## src/hdl/rps_cfg.svh

```systemverilog
// constants for the redundant pair switchover controller
// assumes one 10 MHz clock and a peer controller on the interconnect lead
// Notes on behaviour
// - both process; only on-line unit enables outputs
// - health checked periodically in either role
// - simultaneous power-up: either may go on-line
// - minimise role changes, no unprompted swapping back
// - demoted unit stays off-line after fault clears
// - recovered demoted unit serves as standby
// - switch on unit fault or on-line traffic fault
// - traffic fault seen by both: no switch (code switches if both start together; peer fault is synced 2 cycles late)
// - manual request simulates brief on-line failure
// - attached lead forces exactly one unit standby
// - no switchover unless standby fully operational
// - standby keeps transmit output muted
`ifndef RPS_CFG_SVH
`define RPS_CFG_SVH
`define RPS_CLK_HZ          10000000
`define RPS_CHECK_US        100
`define RPS_CHECK_CYC       ((`RPS_CHECK_US * (`RPS_CLK_HZ / 1000000)))
`define RPS_MANUAL_US       5
`define RPS_MANUAL_CYC      ((`RPS_MANUAL_US * (`RPS_CLK_HZ / 1000000)))
`define RPS_STARTUP_US      20
`define RPS_STARTUP_CYC     ((`RPS_STARTUP_US * (`RPS_CLK_HZ / 1000000)))
`define RPS_CNT_W           8
`endif

```

## src/hdl/rps_pkg.sv

```systemverilog
// types for the redundant pair switchover controller
// assumes rps_cfg.svh supplies the numeric constants
package rps_pkg;
    // role states, gray coded along startup -> standby -> online
    typedef enum logic [1:0] {
        RPS_START   = 2'b00,
        RPS_STANDBY = 2'b01,
        RPS_ONLINE  = 2'b11,
        RPS_DEMOTED = 2'b10
    } rps_role_t;

    typedef struct packed {
        rps_role_t  role;        // current role
        logic [9:0] chk_cnt;     // health check period counter, wide enough for the full period
        logic [7:0] man_cnt;     // simulated failure length
        logic [7:0] start_cnt;   // startup wait
        logic       healthy;     // sampled health
        logic       man_prev;    // manual request edge detect
        logic [1:0] peer_on_s;   // peer on-line synchroniser
        logic [1:0] peer_ok_s;   // peer healthy synchroniser
        logic [1:0] lead_s;      // lead present synchroniser
        logic [1:0] pftf_s;      // peer traffic fault synchroniser
    } rps_state_t;
endpackage : rps_pkg

```

## src/hdl/rps_switchover.sv

```systemverilog
// switchover controller for one unit of a 1:1 redundant pair
// assumes the peer runs the same logic; peer lines are asynchronous
`timescale 1ns/1ps
`default_nettype none
`include "rps_cfg.svh"
module rps_switchover (
    // clock and reset
    input  wire logic sys_clk_i,
    input  wire logic reset_i,
    // local status
    input  wire logic unit_fault_i,     // internal unit fault level
    input  wire logic traffic_fault_i,  // local traffic fault level
    input  wire logic manual_req_i,     // manual switch request level
    // interconnect lead from peer
    input  wire logic lead_present_i,   // lead attached
    input  wire logic peer_online_i,    // peer holds on-line role
    input  wire logic peer_healthy_i,   // peer fully operational
    input  wire logic peer_traffic_fault_i, // peer sees traffic fault
    // interconnect lead to peer
    output logic      online_o,         // we hold on-line role
    output logic      healthy_o,        // we are fully operational
    output logic      traffic_fault_o,  // our traffic fault
    // output enables and standby role indicator
    output logic      tx_enable_o,      // satellite transmit enable
    output logic      terr_enable_o,    // terrestrial output enable
    output logic      role_standby_o    // standby role indicator
);
    rps_pkg::rps_state_t st_ff;     // registered state
    rps_pkg::rps_state_t nxt_st;    // next state
    logic sim_fail;                 // simulated failure active
    logic fault_now;                // effective local fault
    logic peer_on;                  // synced peer on-line
    logic peer_ok;                  // synced peer healthy
    logic lead;                     // synced lead present
    logic common_tf;                // traffic fault on both units

    // next state
    always_comb begin
        nxt_st = st_ff;
        nxt_st.peer_on_s = {st_ff.peer_on_s[0], peer_online_i};
        nxt_st.peer_ok_s = {st_ff.peer_ok_s[0], peer_healthy_i};
        nxt_st.lead_s    = {st_ff.lead_s[0], lead_present_i};
        nxt_st.pftf_s    = {st_ff.pftf_s[0], peer_traffic_fault_i};
        peer_on   = st_ff.peer_on_s[1];
        peer_ok   = st_ff.peer_ok_s[1];
        lead      = st_ff.lead_s[1];
        common_tf = traffic_fault_i && st_ff.pftf_s[1];
        sim_fail  = (st_ff.man_cnt != 8'h00);
        // periodic health sample in every role
        // full check period kept; an 8-bit count would shorten it silently
        if (st_ff.chk_cnt == 10'h000) begin
            nxt_st.chk_cnt = 10'(`RPS_CHECK_CYC - 1);
            nxt_st.healthy = !unit_fault_i;
        end else begin
            nxt_st.chk_cnt = st_ff.chk_cnt - 10'h001;
        end
        // manual request starts a brief simulated failure
        nxt_st.man_prev = manual_req_i;
        if (manual_req_i && !st_ff.man_prev && st_ff.role == rps_pkg::RPS_ONLINE) begin
            nxt_st.man_cnt = 8'(`RPS_MANUAL_CYC);
        end else if (sim_fail) begin
            nxt_st.man_cnt = st_ff.man_cnt - 8'h01;
        end
        fault_now = unit_fault_i || (traffic_fault_i && !common_tf) || sim_fail;
        case (st_ff.role)
            rps_pkg::RPS_START: begin
                // wait for peer to show itself; earlier unit wins
                if (st_ff.start_cnt != 8'h00) begin
                    nxt_st.start_cnt = st_ff.start_cnt - 8'h01;
                end else if (!lead) begin
                    nxt_st.role = rps_pkg::RPS_ONLINE;
                end else if (peer_on) begin
                    nxt_st.role = rps_pkg::RPS_STANDBY;
                end else if (!unit_fault_i) begin
                    nxt_st.role = rps_pkg::RPS_ONLINE;
                end
            end
            rps_pkg::RPS_STANDBY: begin
                // take over only when the lead is absent or the peer is off-line or failed
                if ((!lead || !peer_on || !peer_ok) && !unit_fault_i) begin
                    nxt_st.role = rps_pkg::RPS_ONLINE;
                end
            end
            rps_pkg::RPS_ONLINE: begin
                // yield to an on-line peer; on fault hand over only if the standby is fully operational
                if (lead && peer_on) begin
                    nxt_st.role = rps_pkg::RPS_STANDBY;
                end else if (fault_now && lead && peer_ok) begin
                    nxt_st.role = rps_pkg::RPS_DEMOTED;
                end
            end
            rps_pkg::RPS_DEMOTED: begin
                // never reclaim; recovered unit becomes standby
                if (st_ff.healthy && !unit_fault_i && peer_on) begin
                    nxt_st.role = rps_pkg::RPS_STANDBY;
                end
            end
            default: nxt_st.role = rps_pkg::RPS_START;
        endcase
        // no new trigger, no role change: transitions above need a cause
        if (reset_i) begin
            nxt_st           = '0;
            nxt_st.role      = rps_pkg::RPS_START;
            nxt_st.start_cnt = 8'(`RPS_STARTUP_CYC);
        end
    end

    // state register
    always_ff @(posedge sys_clk_i) begin
        st_ff <= nxt_st;
    end

    // outputs from the registered state; traffic fault passed straight through
    assign online_o        = (st_ff.role == rps_pkg::RPS_ONLINE);
    assign healthy_o       = st_ff.healthy && (st_ff.man_cnt == 8'h00);
    assign traffic_fault_o = traffic_fault_i;
    assign tx_enable_o     = online_o;
    assign terr_enable_o   = online_o;
    assign role_standby_o  = (st_ff.role == rps_pkg::RPS_STANDBY);
endmodule : rps_switchover
`default_nettype wire

```

## config.mk

```make
export PLATFORM = sky130hd
export DESIGN_NAME = rps_switchover
export DESIGN_NICKNAME = d
export VERILOG_FILES = /design/src/hdl/rps_pkg.sv /design/src/hdl/rps_switchover.sv
export VERILOG_INCLUDE_DIRS = /design/src /design/src/hdl
export SDC_FILE = /design/constraint.sdc
export NUM_CORES = 1
export LEC_CHECK = 0
export ABC_AREA = 1
export BUFFER_PORTS_ARGS = -buffer_cell sky130_fd_sc_hd__buf_2
export CORE_ASPECT_RATIO = 0.75
export CORE_MARGIN = 3
export CORE_UTILIZATION = 48
export DETAILED_ROUTE_END_ITERATION = 7
export GPL_TIMING_DRIVEN = 0
export PLACE_DENSITY_LB_ADDON = 0.15
export SYNTH_ARGS = -nofsm -noshare
export SYNTH_HDL_FRONTEND = slang
export SYNTH_SLANG_ARGS = --single-unit
```

## constraint.sdc

```tcl
create_clock -name sys_clk_i -period 3.2 [get_ports sys_clk_i]
set_clock_uncertainty 0.1 [all_clocks]
set_input_delay 0.48 -clock sys_clk_i [delete_from_list [all_inputs] [get_ports sys_clk_i]]
set_output_delay 0.48 -clock sys_clk_i [all_outputs]
set_load 0.02 [all_outputs]
```

==> flow_summary.yaml, run 1 <==
outcome:
  run_status: "finished, final reports clean"
place:
  dpl.cell_count: 311
  io_buffer_count: 13
  weighted_congestion_at_the_end_of_routability_driven_global_placement: 0.7560
  detailed_placement_hpwl_um: 2322
  detailed_place.area_um2: 1896
finish:
  number_of_nets_at_the_end_of_the_flow: 282
  layout-drive-gt1-share_pct: 13.01
  area_growth_pct: 12.39
  final_cell_mix: "sky130_fd_sc_hd__nand2_1 (44), sky130_fd_sc_hd__nor2_1 (44), sky130_fd_sc_hd__inv_1 (39), sky130_fd_sc_hd__dfxtp_1 (38), sky130_fd_sc_hd__a21oi_1 (21)"
  final_cell_area_um2: 1987
  antenna_cells: 0
  stdcell_count: 319
detailed_routing:
  route.detailed.vias_per_inst: 4.649
  final_ant_viol_nets: 0
  firstDrtPassIters: 4
  drt_iter0_drc: 80
  routed_wirelength_um: 3227
  route.detailed.drc: 0
  dr_total_vias: 1483
  avgRoutedWirePerCell_um: 10.12
cts:
  ctsLongestPathBuffers: 2
  post_cts_resize_count: 0
  htree_levels: 2
  clockRootBuffer: "sky130_fd_sc_hd__clkbuf_8"
  cts.reportedPaths.clkPinSlew_ns: 0.07
  number_of_sinks_driven_by_the_clock_tree: 38
  numCtsBuffers: 5
  cts_tree: "done"
  cts_hold_repair.buffers: 0
  cts_setup_buffers: 0
  clock_latency_ns: 0.29
pwr:
  power.ir.vdd_worst_v: 0.0004965
  proportion_of_power_drawn_by_the_clock_network_pct: 17.2
  static-leakage-power_nw: 0.9513
  combinationalPowerShare_pct: 44.8
  internal_power_mw: 1.134
  powerDensity_nw_per_um2: 991.4
  sequentialPowerShare_pct: 38.0
  swShare_pct: 42.43
  p_sw_uw: 835.7
yosys:
  synth_mux_area_share_pct: 0
  synth_flop_cell: "sky130_fd_sc_hd__dfxtp_1"
  postSynthRegisterBits: 38
  asyncSetResetFlopFracSynth_pct: 0
  largest_family_of_logic_cells_by_synthesized_area: "simple AND/OR/NAND/NOR gates"
  synth_enable_flop_cells: 0
  synth_compound_area_share_pct: 13.52
  synth.cell_area_um2: 1768
  yosysTopAreaCellShare_pct: 43.03
  synthTopCellsByArea: "sky130_fd_sc_hd__dfxtp_1 (43%), sky130_fd_sc_hd__nand2_1 (9.3%), sky130_fd_sc_hd__nor2_1 (9.3%)"
  yosys.area_share.adder_pct: 3.539
  yosys.area_share.simple_pct: 26.61
  yosys.area.top_type: "sky130_fd_sc_hd__dfxtp_1"
  mappedNetlistNets: 262
  synth-seq-area-share_pct: 43.03
  syn-instance-count: 248
  postSynthAreaPerCell_um2: 7.129
  post_synth_xor_area_fraction_pct: 2.477
  ys_warn_count: 0
  synth_cell_type_count: 27
floorplanning:
  dieWidth_um: 76.08
  io-pin-count: 15
  row_count: 18
  initial_core_util_pct: 51.99
  floorplan.die.height_um: 58.56
  fp.dieArea_um2: 4455
  floorplan.core_area_um2: 3401
timing:
  fin_tns_setup_ns: 0
  hold_slack_ns: 0.2857
  final-setup-viol-count: 0
  achievable-frequency_mhz: 434.6
  slew_viol_final: 0
  final.period_utilization_pct: 71.90
  rsz_0062_raised_after_global_routing: "false"
  period_needed_ns: 2.301
  timing.final.hold_violations: 0
  worst_slew_pin_slew_ns: 0.5288
  max_slew_margin_pct: 64.75
worst_setup_path:
  timing.critical_path.cells: "inv_1 > ha_1 > nand3_1 > nor2_2 > inv_1 > nor2_1 > buf_2"
  timing.critical_path.required_ns: 2.62
  endpoint_kind: "primary output"
  worst-path-max-fanout: 5
  critPathMaxStageDelay_ns: 0.33
  slowest_stage: "sky130_fd_sc_hd__dfxtp_1"
  cp.arrival_ns: 1.72
  criticalPathCategory: "reg -> out"
  cpMostUsedCell: "sky130_fd_sc_hd__inv_1"
  critical_path.startpoint_type: "flip-flop"
hold_path:
  holdCritPathClass: "in -> reg"
grt:
  grt_residual_overflow: 0
  largest_net_degree_at_the_start_of_global_routing: 12
  via_count_of_the_first_global_routing_pass: 1372
  grt_pass1_wl_um: 5920
  grt_antenna_before_repair: 0
  grt.total_usage_pct: 16.78
flow_run:
  drv_cap: 0
[power by group through the flow]
stage	Combinational (mW)	Sequential, mW	Clock (mW)
2_1_floorplan	0.731	0.728	0
3_3_place_gp	0.866	0.754	0
3_5_place_dp	0.878	0.755	0
4_1_cts	0.883	0.746	0.349
5_1_grt	1.03	0.771	0.375
6_report	0.882	0.749	0.339
[synthesized netlist by cell type (2+ instances only)]
cell type / count
sky130_fd_sc_hd__or2_2: 2
sky130_fd_sc_hd__ha_1: 5
sky130_fd_sc_hd__nand2_2: 3
sky130_fd_sc_hd__inv_2: 3
sky130_fd_sc_hd__a31oi_1: 3
sky130_fd_sc_hd__nand3_1: 8
sky130_fd_sc_hd__nor3_1: 3
sky130_fd_sc_hd__a21oi_1: 21
sky130_fd_sc_hd__buf_4: 3
sky130_fd_sc_hd__dfxtp_1: 38
sky130_fd_sc_hd__nor2_1: 44
sky130_fd_sc_hd__xnor2_1: 4
sky130_fd_sc_hd__o31ai_1: 3
sky130_fd_sc_hd__o21ai_0: 8
sky130_fd_sc_hd__nand4_1: 4
sky130_fd_sc_hd__clkbuf_1: 3
sky130_fd_sc_hd__inv_1: 39
sky130_fd_sc_hd__nor2_4: 2
sky130_fd_sc_hd__nand2_1: 44
[routing by layer]
metal | global-route usage (%) | vias up | part of all wire, %
li1 | - | 820 | -
met1 | 22.54 | 640 | 54
met2 | 25.13 | 17 | 40
met3 | 5.046 | 6 | 3.8
met4 | 7.752 | 0 | 1.5
met5 | 0 | - | 0
[state kept, by name, summed over array words and instances, names as in the netlist]
signal and count:
st_ff 35, peer_ok 1, lead 1, peer_on 1
[worst paths after layout]
| kind | slack [ns] | start | to | depth (start not counted) |
|---|---|---|---|---|
| max reg2reg | 1.53 | st_ff[18] | st_ff[37] | 11 |
| max | 0.90 | st_ff[18] | healthy_o | 7 |
| min | 0.29 | peer_online_i | st_ff[6] | 3 |
| min reg2reg | 0.30 | st_ff[0] | st_ff[1] | 2 |
[worst max-delay path, delay by kind of cell, from the launching register on]
family / cells / cell delay, ns
buffers and inverters: 3 / 0.40
AND/OR/NAND/NOR: 3 / 0.52
flip-flops: 1 / 0.33
adder cells (fa/ha/maj): 1 / 0.19
[kinds of logic after synthesis]
family                   Yosys count
AO/OA/AOI/OAI                     41
XOR/XNOR                           5
adder cells (fa/ha/maj)            5
buffers and inverters             48
flip-flops                        38
AND/OR/NAND/NOR                  111
[stage by stage]
stage,util (%),power (mW),setup slack (ns)
floorplan,-,1.460,1.344
global placement,55.74,1.620,1.205
detailed placement,55.74,1.633,1.227
CTS,58.43,1.979,0.8829
global route,58.43,2.178,0.7134
finish,58.43,1.970,0.8993
[cell type report]
type                    instances  area [um2]
flip-flops and latches         38       760.7
well taps                      50       62.56
clock inverters                 1       5.005
repair buffers                 13       65.06
clock buffers                   7       86.33
multi-input cells             162       815.8
inverters                      42       157.7
fillers                       334        1414
plain buffers                   6       33.78
No activity file was read; power rests on OpenSTA's default activity.
==> inputs of run 2 (changes only) <==
--- a/config.mk
+++ b/config.mk
@@ -6,7 +6,7 @@
 export SDC_FILE = /design/constraint.sdc
 export NUM_CORES = 1
 export LEC_CHECK = 0
-export ABC_AREA = 1
+export ABC_AREA = 0
 export BUFFER_PORTS_ARGS = -buffer_cell sky130_fd_sc_hd__buf_2
 export CORE_ASPECT_RATIO = 0.75
 export CORE_MARGIN = 3
==> constraint.sdc (replaced) <==
create_clock -name sys_clk_i -period 2.2 [get_ports sys_clk_i]
set_clock_uncertainty 0.1 [all_clocks]
set_input_delay 0.33 -clock sys_clk_i [delete_from_list [all_inputs] [get_ports sys_clk_i]]
set_output_delay 0.33 -clock sys_clk_i [all_outputs]
set_load 0.02 [all_outputs]
==> flow_summary.yaml, run 2 <==
flow_run:
  drv_cap: 0
cts:
  cts_tree: "done"
  ctsLongestPathBuffers: 2
  cts.reportedPaths.clkPinSlew_ns: 0.08
  clockRootBuffer: "sky130_fd_sc_hd__clkbuf_8"
  number_of_sinks_driven_by_the_clock_tree: 38
  cts_hold_repair.buffers: 0
  numCtsBuffers: 5
  clock_latency_ns: 0.30
  htree_levels: 2
yosys:
  synth_common_cells: "sky130_fd_sc_hd__dfxtp_1 (38), sky130_fd_sc_hd__a21oi_1 (17), sky130_fd_sc_hd__nor2_1 (15), sky130_fd_sc_hd__nor2b_1 (13), sky130_fd_sc_hd__xnor2_1 (12)"
  mappedNetlistNets: 193
  yosys.area_share.simple_pct: 24.66
  syn-instance-count: 179
  synth_mux_area_share_pct: 0
  synth-seq-area-share_pct: 45.31
  post_synth_xor_area_fraction_pct: 9.389
  postSynthAreaPerCell_um2: 9.381
  synth_cell_type_count: 36
  synth_most_common_cell: "sky130_fd_sc_hd__dfxtp_1"
  yosys.area_share.adder_pct: 3.726
  synth_compound_area_share_pct: 12.67
  ys_warn_count: 0
  synth_flop_cell: "sky130_fd_sc_hd__dfxtp_1"
  postSynthRegisterBits: 38
  synth.cell_area_um2: 1679
  largest_family_of_logic_cells_by_synthesized_area: "simple AND/OR/NAND/NOR gates"
  asyncSetResetFlopFracSynth_pct: 0
  yosys.area.top_type: "sky130_fd_sc_hd__dfxtp_1"
  synthTopCellsByArea: "sky130_fd_sc_hd__dfxtp_1 (45%), sky130_fd_sc_hd__xnor2_1 (6.3%), sky130_fd_sc_hd__a21oi_1 (5.1%)"
  synth_enable_flop_cells: 0
  yosysTopAreaCellShare_pct: 45.31
timing:
  setup_slack_of_the_critical_path_after_layout_ns: 0.06244
  period_needed_ns: 2.138
  hold_slack_ns: 0.1438
  fin_tns_setup_ns: 0
  rsz_0062_raised_after_global_routing: "false"
  max_slew_margin_pct: 66.85
  final-setup-viol-count: 0
  timing.final.hold_violations: 0
  achievable-frequency_mhz: 467.8
  slew_viol_final: 0
  worst_slew_pin_slew_ns: 0.4932
  final.period_utilization_pct: 97.16
grt:
  via_count_of_the_first_global_routing_pass: 1246
  grt.total_usage_pct: 16.65
  global_route.usage.met2_pct: 25.63
  gr-max-usage-layer: "met2"
  grt_antenna_before_repair: 0
  grt_residual_overflow: 0
  met3_capacity_usage_during_global_routing_pct: 5.282
  grt_pass1_wl_um: 5423
  global_route_met1_utilization_pct: 20.93
  largest_net_degree_at_the_start_of_global_routing: 14
floorplanning:
  floorplan.die.height_um: 57.22
  initial_core_util_pct: 53.70
  dieWidth_um: 74.30
  fp.dieArea_um2: 4251
  floorplan.core_area_um2: 3127
  row_count: 17
  io-pin-count: 15
place:
  detailed_placement_hpwl_um: 2181
  pre_cts_slack_ns: 0.1058
  detailed_place.area_um2: 1797
  dpl.cell_count: 231
  weighted_congestion_at_the_end_of_routability_driven_global_placement: 0.7550
  io_buffer_count: 14
worst_setup_path:
  criticalPathCategory: "reg -> out"
  timing.critical_path.required_ns: 1.77
  cp.arrival_ns: 1.71
  worst-path-max-fanout: 4
  worst_r2r_path_depth: 6
  reg2reg_slack_ns: 0.24
  timing.critical_path.cells: "inv_1 > ha_1 > or3b_4 > nor2b_4 > and2_1 > buf_4"
  critPathMaxStageDelay_ns: 0.41
  endpoint_kind: "primary output"
  critical_path.startpoint_type: "flip-flop"
  slowest_stage: "sky130_fd_sc_hd__or3b_4"
detailed_routing:
  drt_iter0_drc: 63
  dr_total_vias: 1293
  route.detailed.vias_per_inst: 5.365
  routed_wirelength_um: 3085
  route.detailed.drc: 0
  avgRoutedWirePerCell_um: 12.80
  final_ant_viol_nets: 0
  firstDrtPassIters: 4
finish:
  antenna_cells: 0
  layout-drive-gt1-share_pct: 17.73
  final_cell_area_um2: 1948
  post-route-util_pct: 62.30
  area_growth_pct: 16.02
  fill_cells: 274
  stdcell_count: 241
  final_cell_mix: "sky130_fd_sc_hd__dfxtp_1 (37), sky130_fd_sc_hd__a21oi_1 (17), sky130_fd_sc_hd__nor2_1 (15), sky130_fd_sc_hd__buf_2 (13)"
  flip_flop_count_of_the_largest_register_all_copies_and_words_added: 35
  biggest_register: "st_ff"
  layout.cells.most_common: "sky130_fd_sc_hd__dfxtp_1"
  number_of_nets_at_the_end_of_the_flow: 216
hold_path:
  hold_path_depth: 2
  holdCritPathClass: "in -> reg"
pwr:
  totalPowerFinal_mw: 2.846
  power.ir.vdd_worst_v: 0.0007909
  static-leakage-power_nw: 0.7905
  powerDensity_nw_per_um2: 1461
outcome:
  run_status: "finished, final reports clean"
[run 2: changes by cell type in the layout (fill, tap and decap cells not counted), moves of 8 or more]
cell                      previous run  this run
sky130_fd_sc_hd__nand2_1            44         5
sky130_fd_sc_hd__inv_1              39         8
sky130_fd_sc_hd__nor2_1             44        15
sky130_fd_sc_hd__nor2b_1             0        12
sky130_fd_sc_hd__xnor2_1             4        12
[run 2: what timing repair did]
item | in CTS | in global routing
endpoints found under the setup margin | 1 | 1
cloned | 0 | 0
resized for setup | 4 | 2
buffers inserted | 0 | 2
[run 2: logic make-up (layout without fill, tap and decap cells)]
logic type,Yosys count,after routing
simple gates,70,70
flops,38,38
compound gates,32,32
xor+xnor,18,18
buf+inv,16,40
fa+ha+maj,5,5
[run 2: area by class of cell]
| class | instances | area (um2) | share of cell area (%) |
|---|---|---|---|
| clock inverter | 3 | 45.04 | 2.312 |
| tap | 38 | 47.55 | 2.441 |
| buffer | 8 | 41.29 | 2.119 |
| sequential | 38 | 762.0 | 39.11 |
| multi-input combinational | 125 | 865.8 | 44.44 |
| inverter | 8 | 30.03 | 1.541 |
| clock buffer | 5 | 68.82 | 3.532 |
| timing repair buffer | 16 | 87.58 | 4.496 |
[run 2: routing by layer]
| metal | vias to the layer above | wire length (um) |
|---|---|---|
| met5 | - | 0 |
| met4 | 0 | 30 |
| met3 | 2 | 160 |
| met2 | 27 | 1441 |
| met1 | 599 | 1453 |
| li1 | 665 | - |
[run 2: where the power goes]
part | switching (mW) | total [mW] | internal (mW)
Combinational | 0.598 | 1.17 | 0.575
Clock | 0.256 | 0.593 | 0.337
Sequential | 0.194 | 1.08 | 0.887
Total | 1.05 | 2.85 | 1.80
[run 2: worst paths after layout]
kind                        from        end
hold reg to reg         st_ff[2]       lead
setup reg to reg       st_ff[10]  st_ff[14]
setup / recovery       st_ff[18]  healthy_o
hold / removal    lead_present_i   st_ff[2]
[run 2: critical path, delay by kind of cell, from the launching register on]
family        cells  cell delay, ns
fa+ha+maj         1            0.17
buf+inv           2            0.20
flops             1            0.35
simple gates      3            0.69
==> inputs of run 3 (changes only) <==
--- a/config.mk
+++ b/config.mk
@@ -14,6 +14,8 @@
 export DETAILED_ROUTE_END_ITERATION = 7
 export GPL_TIMING_DRIVEN = 0
 export PLACE_DENSITY_LB_ADDON = 0.15
+export RECOVER_POWER = 50
+export SLEW_MARGIN = 20
 export SYNTH_ARGS = -nofsm -noshare
 export SYNTH_HDL_FRONTEND = slang
 export SYNTH_SLANG_ARGS = --single-unit
==> flow_summary.yaml, run 3 (same netlist as run 2, synthesis figures left out) <==
outcome:
  run_status: "finished, final reports clean"
timing:
  max_slew_margin_pct: 66.85
  final.period_utilization_pct: 97.16
  achievable-frequency_mhz: 467.8
  slew_viol_final: 0
  rsz_0062_raised_after_global_routing: "false"
  fin_tns_setup_ns: 0
  timing.final.hold_violations: 0
  hold_slack_ns: 0.1436
  period_needed_ns: 2.138
  worst_slew_pin_slew_ns: 0.4932
  final-setup-viol-count: 0
  setup_slack_of_the_critical_path_after_layout_ns: 0.06241
finish:
  final_cell_mix: "sky130_fd_sc_hd__dfxtp_1 (37), sky130_fd_sc_hd__a21oi_1 (17), sky130_fd_sc_hd__nor2_1 (15), sky130_fd_sc_hd__nor2b_1 (12), sky130_fd_sc_hd__xnor2_1 (12)"
  number_of_nets_at_the_end_of_the_flow: 216
  antenna_cells: 0
  layout.cells.most_common: "sky130_fd_sc_hd__dfxtp_1"
  biggest_register: "st_ff"
  area_growth_pct: 15.65
  layout-drive-gt1-share_pct: 16.26
  post-route-util_pct: 62.10
  flip_flop_count_of_the_largest_register_all_copies_and_words_added: 35
cts:
  cts_tree: "done"
  numCtsBuffers: 5
  cts.reportedPaths.clkPinSlew_ns: 0.08
  htree_levels: 2
  clock_latency_ns: 0.30
  ctsLongestPathBuffers: 2
  clockRootBuffer: "sky130_fd_sc_hd__clkbuf_8"
  number_of_sinks_driven_by_the_clock_tree: 38
place:
  pre_cts_slack_ns: 0.1058
  detailed_placement_hpwl_um: 2181
  io_buffer_count: 14
  weighted_congestion_at_the_end_of_routability_driven_global_placement: 0.7550
flow_run:
  drv_cap: 0
worst_setup_path:
  worst-path-max-fanout: 4
  timing.critical_path.cells: "inv_1 > ha_1 > or3b_4 > nor2b_4 > and2_1 > buf_4"
  cp.arrival_ns: 1.71
  critical_path.startpoint_type: "flip-flop"
  cp_top_family: "simple AND/OR/NAND/NOR gates"
  slowest_stage: "sky130_fd_sc_hd__or3b_4"
  reg2reg_slack_ns: 0.24
  crit_buf_inv: 2
  critPathMaxStageDelay_ns: 0.41
  criticalPathCategory: "reg -> out"
  timing.critical_path.required_ns: 1.77
  endpoint_kind: "primary output"
pwr:
  swShare_pct: 36.98
  powerDensity_nw_per_um2: 1460
  combinationalPowerShare_pct: 41.0
  proportion_of_power_drawn_by_the_clock_network_pct: 20.9
  power.ir.vdd_worst_v: 0.0007918
  totalPowerFinal_mw: 2.835
  static-leakage-power_nw: 0.7803
  sequentialPowerShare_pct: 38.1
  internal_power_mw: 1.787
  p_sw_mw: 1.048
floorplanning:
  fp.dieArea_um2: 4251
  initial_core_util_pct: 53.70
  floorplan.die.height_um: 57.22
  io-pin-count: 15
  dieWidth_um: 74.30
  row_count: 17
  floorplan.core_area_um2: 3127
detailed_routing:
  dr_total_vias: 1292
  drt_iter0_drc: 63
  route.detailed.drc: 0
  avgRoutedWirePerCell_um: 12.81
  routed_wirelength_um: 3087
  route.detailed.vias_per_inst: 5.361
  final_ant_viol_nets: 0
  firstDrtPassIters: 4
grt:
  grt_pass1_wl_um: 5423
  grt.total_usage_pct: 16.65
  largest_net_degree_at_the_start_of_global_routing: 14
  grt_residual_overflow: 0
  via_count_of_the_first_global_routing_pass: 1246
  grt_antenna_before_repair: 0
hold_path:
  holdCritPathClass: "in -> reg"
run 3: cell type report:
| type | instances | area, um2 |
|---|---|---|
| Inverter | 8 | 30.03 |
| Clock inverter | 3 | 45.04 |
| Fill cell | 276 | 1185 |
| Clock buffer | 5 | 68.82 |
| Timing Repair Buffer | 16 | 81.33 |
| Multi-Input combinational cell | 125 | 865.8 |
| Sequential cell | 38 | 762.0 |
| Tap cell | 38 | 47.55 |
| Buffer | 8 | 41.29 |
run 3: stage by stage:
step / std cells / area, um2
after detailed placement: 231 / 1797
final: 241 / 1942
after CTS: 239 / 1923
after global routing: 241 / 1942
after floorplan: 179 / 1679
after global placement: 231 / 1797
run 3: routing by layer:
| metal | vias up | wire length [um] | track usage (%) |
|---|---|---|---|
| li1 | 664 | - | - |
| met1 | 599 | 1456 | 20.93 |
| met2 | 27 | 1440 | 25.63 |
| met3 | 2 | 158 | 5.282 |
| met4 | 0 | 30 | 8.376 |
| met5 | - | 0 | 0 |
run 3: worst paths after layout:
check,end,depth (start not counted),from
max,healthy_o,6,st_ff[18]
min,st_ff[2],2,lead_present_i
max reg2reg,st_ff[14],6,st_ff[10]
min reg2reg,lead,1,st_ff[2]
run 3: power by group through the flow:
stage	Combinational (mW)	Clock [mW]	Sequential [mW]
6_report	1.16	0.593	1.08
5_1_grt	1.32	0.639	1.11
4_1_cts	1.13	0.607	1.07
3_5_place_dp	1.08	0	1.08
3_3_place_gp	1.05	0	1.06
2_1_floorplan	0.916	0	1.04
run 3: repair_timing:
action | CTS | global route
hold buffers | 0 | 0
setup buffers | 0 | 2
resized for setup | 4 | 2
setup endpoints to repair | 1 | 1
